File: config.mk
export PLATFORM = sky130hd
export DESIGN_NAME = uart_async_receiver_flat
export DESIGN_NICKNAME = d
export VERILOG_FILES = /design/src/uart_rx_pkg.sv /design/src/serial_link_if.sv /design/src/uart_async_receiver.sv /design/src/flat_wrapper.sv
export VERILOG_INCLUDE_DIRS = /design/src /design/src/src
export SDC_FILE = /design/constraint.sdc
export NUM_CORES = 1
export LEC_CHECK = 0
export BUFFER_PORTS_ARGS = -buffer_cell sky130_fd_sc_hd__buf_2
export CAP_MARGIN = 40
export CORE_MARGIN = 5
export CORE_UTILIZATION = 59
export CTS_CLUSTER_SIZE = 10
export DETAILED_ROUTE_END_ITERATION = 6
export PLACE_DENSITY = 0.8
export SLEW_MARGIN = 0
export SYNTH_ARGS = -nofsm -noshare
export SYNTH_HDL_FRONTEND = slang
export SYNTH_SLANG_ARGS = --single-unit
export TNS_END_PERCENT = 10
File: constraint.sdc
create_clock -name i_sys_clk -period 2.65 [get_ports i_sys_clk]
set_clock_uncertainty 0.1 [all_clocks]
set_input_delay 0.53 -clock i_sys_clk [delete_from_list [all_inputs] [get_ports i_sys_clk]]
set_output_delay 0.53 -clock i_sys_clk [all_outputs]
set_load 0.03 [all_outputs]
File: src/uart_rx_map.svh
/*
  Constants for the asynchronous receive path and its remote sender:
  oversampling, vote window, frame lengths and reset values.
  Assumes inclusion by bare name from the design files only.
*/
`ifndef UART_RX_MAP_SVH
`define UART_RX_MAP_SVH

`define URX_OVERSAMPLE     5'h10
`define URX_CNT_LAST       4'hF
`define URX_VOTE_FIRST     4'h6
`define URX_VOTE_DECIDE    4'h8
`define URX_LAST_BIT_8     4'h7
`define URX_LAST_BIT_9     4'h8
`define URX_FIFO_DEPTH     2'h2
`define URX_ENTRY_RESET    10'h000
`define URX_DIV_RESET      16'h0000
`define URX_LINE_IDLE      1'b1

`endif

File: src/uart_rx_pkg.sv
/*
  Types shared by the receiver and the remote sender.
  Assumes uart_rx_map.svh supplies the numeric constants.
*/
package uart_rx_pkg;

  typedef enum logic [3:0] {
    ST_IDLE  = 4'h1,
    ST_START = 4'h2,
    ST_DATA  = 4'h4,
    ST_STOP  = 4'h8
  } frame_state_t;

  typedef struct packed {
    logic       stop_err;
    logic       ninth;
    logic [7:0] data;
  } rx_entry_t;

endpackage : uart_rx_pkg

File: src/serial_link_if.sv
/*
  The serial receive line between the remote sender and the receiver.
  Assumes the sender drives the line high while idle.
*/
interface serial_link_if;
  logic serial_input_pin;
  modport device (input serial_input_pin);
  modport remote (output serial_input_pin);
endinterface : serial_link_if

File: src/uart_async_receiver.sv
/*
  Asynchronous receive path: 16x data recovery, receive shifter, two-entry
  buffer with per-entry stop-bit error, overflow and receive-pending logic.
  Assumes the serial input is synchronous to i_sys_clk and settings are
  steady plain inputs driven by software.
*/
//  Behaviour
// - oversample line 16x, shifter steps per bit
// - finished character moves into two-entry buffer
// - runs only when enabled, async, port on
// - falling edge starts character as start bit
// - half bit later check start still low
// - high start midpoint silently drops, back to hunt
// - full bit steps, majority vote, shift in
// - stop position low sets error, high clears
// - after stop push character, raise pending flag
// - data read returns oldest, removes it
// - pending while port on with unread data
// - interrupt needs all three enables set
// - error flag stored per entry, shows oldest
// - software reads error before data
// - stop error never halts nor interrupts
// - port off resets, clears error flag
// - third character while full sets overflow
// - overflow keeps buffer, blocks new characters
// - overflow cleared by receive or port disable
// - software sets pin as digital input
// - data bits assembled lsb first
// - ninth bit stored, shown for oldest entry
`include "uart_rx_map.svh"
module uart_async_receiver
  import uart_rx_pkg::*;
(
  input  wire logic        i_sys_clk,
  input  wire logic        i_rst_n,
  serial_link_if.device    link,
  input  wire logic [15:0] i_baud_divisor,
  input  wire logic        i_port_enable,
  input  wire logic        i_continuous_receive_enable,
  input  wire logic        i_clocked_mode_select,
  input  wire logic        i_nine_bit_receive_enable,
  input  wire logic        i_receive_irq_enable,
  input  wire logic        i_peripheral_irq_enable,
  input  wire logic        i_global_irq_enable,
  input  wire logic        i_data_read,
  output logic [7:0]       o_receive_data,
  output logic             o_received_ninth_bit,
  output logic             o_stop_bit_error_flag,
  output logic             o_buffer_overflow_flag,
  output logic             o_receive_pending_flag,
  output logic             o_irq_request
);

  function automatic logic majority3(input logic [2:0] v);
    majority3 = (v[0] & v[1]) | (v[0] & v[2]) | (v[1] & v[2]);
  endfunction : majority3

  logic [15:0]  div_reg;
  logic         tick_reg;
  logic         prev_reg;
  frame_state_t state_reg;
  logic [3:0]   cnt_reg;
  logic [3:0]   bit_reg;
  logic [2:0]   vote_reg;
  logic [8:0]   shifter_reg;
  logic         nine_reg;
  logic         overflow_reg;
  rx_entry_t    mem_reg [2];
  logic         wr_ptr_reg;
  logic         rd_ptr_reg;
  logic [1:0]   count_reg;

  logic         rx_on;
  logic         line_in;
  logic         decide;
  logic         vote_bit;
  logic         stop_done;
  logic         full;
  logic         push;
  logic         pop;
  logic         avail;
  rx_entry_t    new_entry;
  rx_entry_t    head;

  // the pin is input only on this side; direction and analog select are software's
  assign line_in = link.serial_input_pin;
  assign rx_on = i_continuous_receive_enable && !i_clocked_mode_select && i_port_enable;

  // 16x tick; divisor + 1 system clocks per tick
  always_ff @(posedge i_sys_clk or negedge i_rst_n) begin
    if (!i_rst_n) begin
      div_reg  <= `URX_DIV_RESET;
      tick_reg <= 1'b0;
    end else if (!rx_on || div_reg == i_baud_divisor) begin
      div_reg  <= `URX_DIV_RESET;
      tick_reg <= rx_on;
    end else begin
      div_reg  <= div_reg + 16'h0001;
      tick_reg <= 1'b0;
    end
  end

  // a tick left over from the last enabled clock must not finish a cut frame
  assign decide   = tick_reg && rx_on && (cnt_reg == `URX_VOTE_DECIDE);
  assign vote_bit = majority3({vote_reg[1:0], line_in});
  assign stop_done = decide && (state_reg == ST_STOP);
  assign full = (count_reg == `URX_FIFO_DEPTH);
  assign push = stop_done && !full;
  assign pop  = i_data_read && (count_reg != 2'h0);
  assign head = mem_reg[rd_ptr_reg];
  // port off blanks every output but overflow together, so no stale data outlives pending
  assign avail = i_port_enable && (count_reg != 2'h0);

  always_comb begin
    new_entry.stop_err = !vote_bit;
    new_entry.ninth    = nine_reg ? shifter_reg[8] : 1'b0;
    new_entry.data     = nine_reg ? shifter_reg[7:0] : shifter_reg[8:1];
  end

  // edge detector looks at tick-rate samples so a glitch between ticks is ignored
  always_ff @(posedge i_sys_clk or negedge i_rst_n) begin
    if (!i_rst_n) begin
      prev_reg <= `URX_LINE_IDLE;
    end else if (!rx_on) begin
      prev_reg <= `URX_LINE_IDLE;
    end else if (tick_reg) begin
      prev_reg <= line_in;
    end
  end

  always_ff @(posedge i_sys_clk or negedge i_rst_n) begin
    if (!i_rst_n) begin
      state_reg <= ST_IDLE;
    end else if (!rx_on) begin
      state_reg <= ST_IDLE;
    end else if (tick_reg) begin
      case (state_reg)
        ST_IDLE: begin
          if (prev_reg && !line_in && !overflow_reg) state_reg <= ST_START;
        end
        ST_START: begin
          if (decide) state_reg <= vote_bit ? ST_IDLE : ST_DATA;
        end
        ST_DATA: begin
          if (decide && bit_reg == (nine_reg ? `URX_LAST_BIT_9 : `URX_LAST_BIT_8)) begin
            state_reg <= ST_STOP;
          end
        end
        ST_STOP: begin
          if (decide) state_reg <= ST_IDLE;
        end
        default: state_reg <= ST_IDLE;
      endcase
    end
  end

  // counter free-runs through the frame; every centre lands on the same count
  always_ff @(posedge i_sys_clk or negedge i_rst_n) begin
    if (!i_rst_n) begin
      cnt_reg <= 4'h0;
    end else if (!rx_on || state_reg == ST_IDLE) begin
      cnt_reg <= 4'h0;
    end else if (tick_reg) begin
      cnt_reg <= cnt_reg + 4'h1;
    end
  end

  always_ff @(posedge i_sys_clk or negedge i_rst_n) begin
    if (!i_rst_n) begin
      vote_reg <= 3'h7;
    end else if (tick_reg && cnt_reg >= `URX_VOTE_FIRST && cnt_reg <= `URX_VOTE_DECIDE) begin
      vote_reg <= {vote_reg[1:0], line_in};
    end
  end

  always_ff @(posedge i_sys_clk or negedge i_rst_n) begin
    if (!i_rst_n) begin
      bit_reg     <= 4'h0;
      shifter_reg <= 9'h000;
      nine_reg    <= 1'b0;
    end else if (state_reg == ST_IDLE) begin
      bit_reg  <= 4'h0;
      nine_reg <= i_nine_bit_receive_enable;
    end else if (decide && state_reg == ST_DATA) begin
      shifter_reg <= {vote_bit, shifter_reg[8:1]};
      bit_reg     <= bit_reg + 4'h1;
    end
  end

  // a stop-bit error does not touch the overflow or irq paths
  always_ff @(posedge i_sys_clk or negedge i_rst_n) begin
    if (!i_rst_n) begin
      overflow_reg <= 1'b0;
    end else if (!i_continuous_receive_enable || !i_port_enable) begin
      overflow_reg <= 1'b0;
    end else if (stop_done && full) begin
      overflow_reg <= 1'b1;
    end
  end

  for (genvar g = 0; g < 2; g++) begin : g_entry
    always_ff @(posedge i_sys_clk or negedge i_rst_n) begin
      if (!i_rst_n) begin
        mem_reg[g] <= `URX_ENTRY_RESET;
      end else if (push && wr_ptr_reg == 1'(g)) begin
        mem_reg[g] <= new_entry;
      end
    end
  end

  // port disable flushes; receive disable leaves stored characters alone
  always_ff @(posedge i_sys_clk or negedge i_rst_n) begin
    if (!i_rst_n) begin
      wr_ptr_reg <= 1'b0;
      rd_ptr_reg <= 1'b0;
      count_reg  <= 2'h0;
    end else if (!i_port_enable) begin
      wr_ptr_reg <= 1'b0;
      rd_ptr_reg <= 1'b0;
      count_reg  <= 2'h0;
    end else begin
      if (push) wr_ptr_reg <= !wr_ptr_reg;
      if (pop) rd_ptr_reg <= !rd_ptr_reg;
      if (push && !pop) count_reg <= count_reg + 2'h1;
      else if (pop && !push) count_reg <= count_reg - 2'h1;
    end
  end

  // outputs trail the buffer by one clock; reads need two clocks spacing
  always_ff @(posedge i_sys_clk or negedge i_rst_n) begin
    if (!i_rst_n) begin
      o_receive_data         <= 8'h00;
      o_received_ninth_bit   <= 1'b0;
      o_stop_bit_error_flag  <= 1'b0;
      o_buffer_overflow_flag <= 1'b0;
      o_receive_pending_flag <= 1'b0;
      o_irq_request          <= 1'b0;
    end else begin
      o_receive_data         <= avail ? head.data : 8'h00;
      o_received_ninth_bit   <= avail && head.ninth;
      o_stop_bit_error_flag  <= avail && head.stop_err;
      o_buffer_overflow_flag <= overflow_reg;
      o_receive_pending_flag <= avail;
      o_irq_request          <= avail && i_receive_irq_enable
                                && i_peripheral_irq_enable && i_global_irq_enable;
    end
  end

endmodule : uart_async_receiver

File: src/flat_wrapper.sv
// flat-port wrapper written by rule: the top's interface ports become plain ports
module uart_async_receiver_flat import uart_rx_pkg::*;
  (i_sys_clk, i_rst_n, i_baud_divisor, i_port_enable, i_continuous_receive_enable, i_clocked_mode_select, i_nine_bit_receive_enable, i_receive_irq_enable, i_peripheral_irq_enable, i_global_irq_enable, i_data_read, o_receive_data, o_received_ninth_bit, o_stop_bit_error_flag, o_buffer_overflow_flag, o_receive_pending_flag, o_irq_request, link_serial_input_pin);
  serial_link_if link_i ();
  input  wire logic i_sys_clk;
  input  wire logic i_rst_n;
  input  wire logic [15:0] i_baud_divisor;
  input  wire logic i_port_enable;
  input  wire logic i_continuous_receive_enable;
  input  wire logic i_clocked_mode_select;
  input  wire logic i_nine_bit_receive_enable;
  input  wire logic i_receive_irq_enable;
  input  wire logic i_peripheral_irq_enable;
  input  wire logic i_global_irq_enable;
  input  wire logic i_data_read;
  output logic [7:0] o_receive_data;
  output logic o_received_ninth_bit;
  output logic o_stop_bit_error_flag;
  output logic o_buffer_overflow_flag;
  output logic o_receive_pending_flag;
  output logic o_irq_request;
  input wire logic [$bits(link_i.serial_input_pin)-1:0] link_serial_input_pin;
  assign link_i.serial_input_pin = link_serial_input_pin;
  uart_async_receiver u_core (.i_sys_clk(i_sys_clk), .i_rst_n(i_rst_n), .link(link_i), .i_baud_divisor(i_baud_divisor), .i_port_enable(i_port_enable), .i_continuous_receive_enable(i_continuous_receive_enable), .i_clocked_mode_select(i_clocked_mode_select), .i_nine_bit_receive_enable(i_nine_bit_receive_enable), .i_receive_irq_enable(i_receive_irq_enable), .i_peripheral_irq_enable(i_peripheral_irq_enable), .i_global_irq_enable(i_global_irq_enable), .i_data_read(i_data_read), .o_receive_data(o_receive_data), .o_received_ninth_bit(o_received_ninth_bit), .o_stop_bit_error_flag(o_stop_bit_error_flag), .o_buffer_overflow_flag(o_buffer_overflow_flag), .o_receive_pending_flag(o_receive_pending_flag), .o_irq_request(o_irq_request));
endmodule
==> results.toml <==
[layout]
layout.cells.non_filler = 464
syn_to_final_growth_pct = 11.3
largest_reg_flops = 20
num_antenna_cells = 0
nets = 414
drive_above_1_share_pct = 24.3
n_fill_cell = 486

[timing]
fin_crit_sh_pct = 85.0
max_freq_ghz = 0.444
rsz0062_at_grt = "no"
min_period_ns = 2.25
report.final.hold_viol_count = 0
tightest_slew_ns = 0.599
finalSetupViolations = 0
tns_ns = 0
drv_slew = 0
slew_headroom_pct = 60.1

[global_route]
grt_pass1_wl_um = 12400
grt_overflow_total = 0
grt_max_degree = 47
grt_pass1_vias = 2744
antenna_found_initial = 0
grt_use_total_pct = 18.5

[yosys]
yosysUniqueCellTypes = 52
yosys.area.top_type = "dfrtp_1"
syn_area_per_cell_um2 = 11.3
synth_edf_count = 0
netlist_area_um2 = 3920
synth_area_leaders = "dfrtp_1, xnor2_1, mux2i_1"
synth_warnings = 0
synth_seq_cells = 80
syn_nets = 377
yosys.area.top_type_share_pct = 48.5
ys.flop_type = "dfrtp_1"
syn_inst = 346
synth-async-reset-ratio_pct = 100
seq_area_frac_synth_pct = 51.2

[floorplanning]
initial_core_util_pct = 61.0
dieWidth_um = 91.5
die_y_um = 91.5
io-pin-count = 40
fp.dieArea_um2 = 8370
rows = 29
core_um2 = 6420

[routing]
ant_nets = 0
drt_first_iter_violations = 93
firstDrtPassIters = 4
post-route-drc-count = 0
routed_via_density = 5.65
num_vias = 2621
post_drt_wl_per_cell_um = 15.1
routed_wl_um = 7000

[setup_path]
path_class = "reg -> reg"
reg2reg_slack_ns = 0.40
crit_end = "u_core.mem_reg[11]"
timing.rr.start = "u_core.cnt_reg[1]"
critical_path_arrival_ns = 2.39
crit_path_end_kind = "flop"
r2r_cells = 6
critPathRequiredTime_ns = 2.78
cp-start-kind = "flop"
r2r-end = "u_core.mem_reg[11]"
setup.worst_path.start = "u_core.cnt_reg[1]"
worstPathMaxFanout = 11

[cts]
cts_hold_buf = 0
cts_root_buf = "clkbuf_8"
clock_path_buffers = 2
cts_setup_buffers = 0
htreeDepth = 3
cts_resized = 0
path_clk_slew_ns = 0.08
tritoncts = "yes"
cts_made_buffers = 9
clkSinkCount = 80
clkLatencyLatePin_ns = 0.35

[pwr]
vdd_drop_max_v = 0.000420
power_density_nw_per_um2 = 503
p_total_mw = 2.19
power_leakage_nw = 1.96

[placement]
portBuffers = 39
dp_hpwl_um = 4940
dp_cells = 449
place_congestion = 0.828

[hold_path]
holdCritPathClass = "in -> async"

[run]
cap_violations = 0

[status]
outcome = "finished, final reports clean"
==> per-stage QoR <==
stage	utilization (%)	instance area, um^2	worst slack, ns	hold slack [ns]
floorplan	-	3920	0.743	0.134
global placement	64.9	4170	0.405	0.305
detailed placement	64.9	4170	0.331	0.304
CTS	67.9	4360	0.373	0.0842
global route	67.9	4360	0.276	0.113
finish	67.9	4360	0.398	0.0725
==> cell usage in the layout, fill, tap and decap left out, types with 4 or more instances in the layout <==
cell type / count
ha_1: 4
mux2i_1: 17
mux2_2: 14
xor2_1: 7
nand2_1: 20
inv_1: 12
dfrtp_1: 76
nand4_1: 9
dfstp_2: 4
nand3_1: 12
mux2_1: 13
nor3_1: 15
xnor2_1: 26
a21oi_1: 4
mux2_4: 7
nor4_1: 5
o21ai_1: 4
o21ai_0: 12
nor2_1: 25
buf_2: 38
or3_1: 4
clkbuf_8: 10
==> cell families (layout without fill, tap and decap cells) <==
| group | after synthesis | after routing | synth area share (%) |
|---|---|---|---|
| AO/OA/AOI/OAI | 33 | 33 | 5.33 |
| XOR/XNOR | 33 | 33 | 7.38 |
| multiplexers | 51 | 51 | 14.8 |
| adder cells (fa/ha/maj) | 5 | 5 | 1.53 |
| flip-flops | 80 | 80 | 51.2 |
| buffers and inverters | 29 | 70 | 3.29 |
| AND/OR/NAND/NOR | 115 | 115 | 16.4 |
==> how the worst min path moves through the flow <==
| stage | depth (start not counted) | slack, ns | startpoint | endpoint |
|---|---|---|---|---|
| floorplan | 0 | 0.13 | i_rst_n | u_core.bit_reg[0] |
| global placement | 0 | 0.31 | u_core.overflow_reg | u_core.o_buffer_overflow_flag |
| detailed placement | 0 | 0.30 | u_core.overflow_reg | u_core.o_buffer_overflow_flag |
| CTS | 1 | 0.08 | i_rst_n | u_core.mem_reg[19] |
| global route | 1 | 0.11 | i_rst_n | u_core.o_receive_data[1] |
| finish | 1 | 0.07 | i_rst_n | u_core.o_receive_data[1] |
==> per-layer routing <==
layer  part of all wire [%]  vias to the layer above  track usage (%)
li1                       -                     1286                -
met1                     46                     1275             23.0
met2                     50                       46             30.4
met3                    3.2                       14             4.79
met4                    1.4                        0             8.29
met5                      0                        -                0
==> cells in the mapped netlist, drive strengths merged (3+ instances only) <==
cell,n
nor2,25
dfrtp,76
nand4,9
and3,3
mux2,34
buf,10
inv,13
nand3,15
xnor2,26
nor4,7
clkbuf,6
nor3,15
mux2i,17
xor2,7
nor3b,3
dfstp,4
a211oi,3
o21ai,16
ha,4
nand2,20
or3,4
a21oi,4
==> area by class of cell <==
type / count / area, um^2 / area share, %
sequential: 80 / 2010 / 46.0
multi-input combinational: 237 / 1780 / 40.8
timing repair buffer: 42 / 233 / 5.34
clock buffer: 10 / 138 / 3.16
tap: 77 / 96.3 / 2.21
clock inverter: 5 / 57.6 / 1.32
inverter: 13 / 48.8 / 1.12
==> where the power goes <==
part | switching [mW] | internal (mW)
clock network | 0.430 | 0.456
logic | 0.0483 | 0.0325
registers | 0.00533 | 1.22
total | 0.484 | 1.71
==> critical path: stages (launching register included) <==
cell     delay (ns)
dfrtp_1        0.43
inv_1          0.08
ha_1           0.12
and3b_1        0.27
and3_1         0.37
nand3_2        0.35
mux2_1         0.42
(Power assumes the default switching activity.)
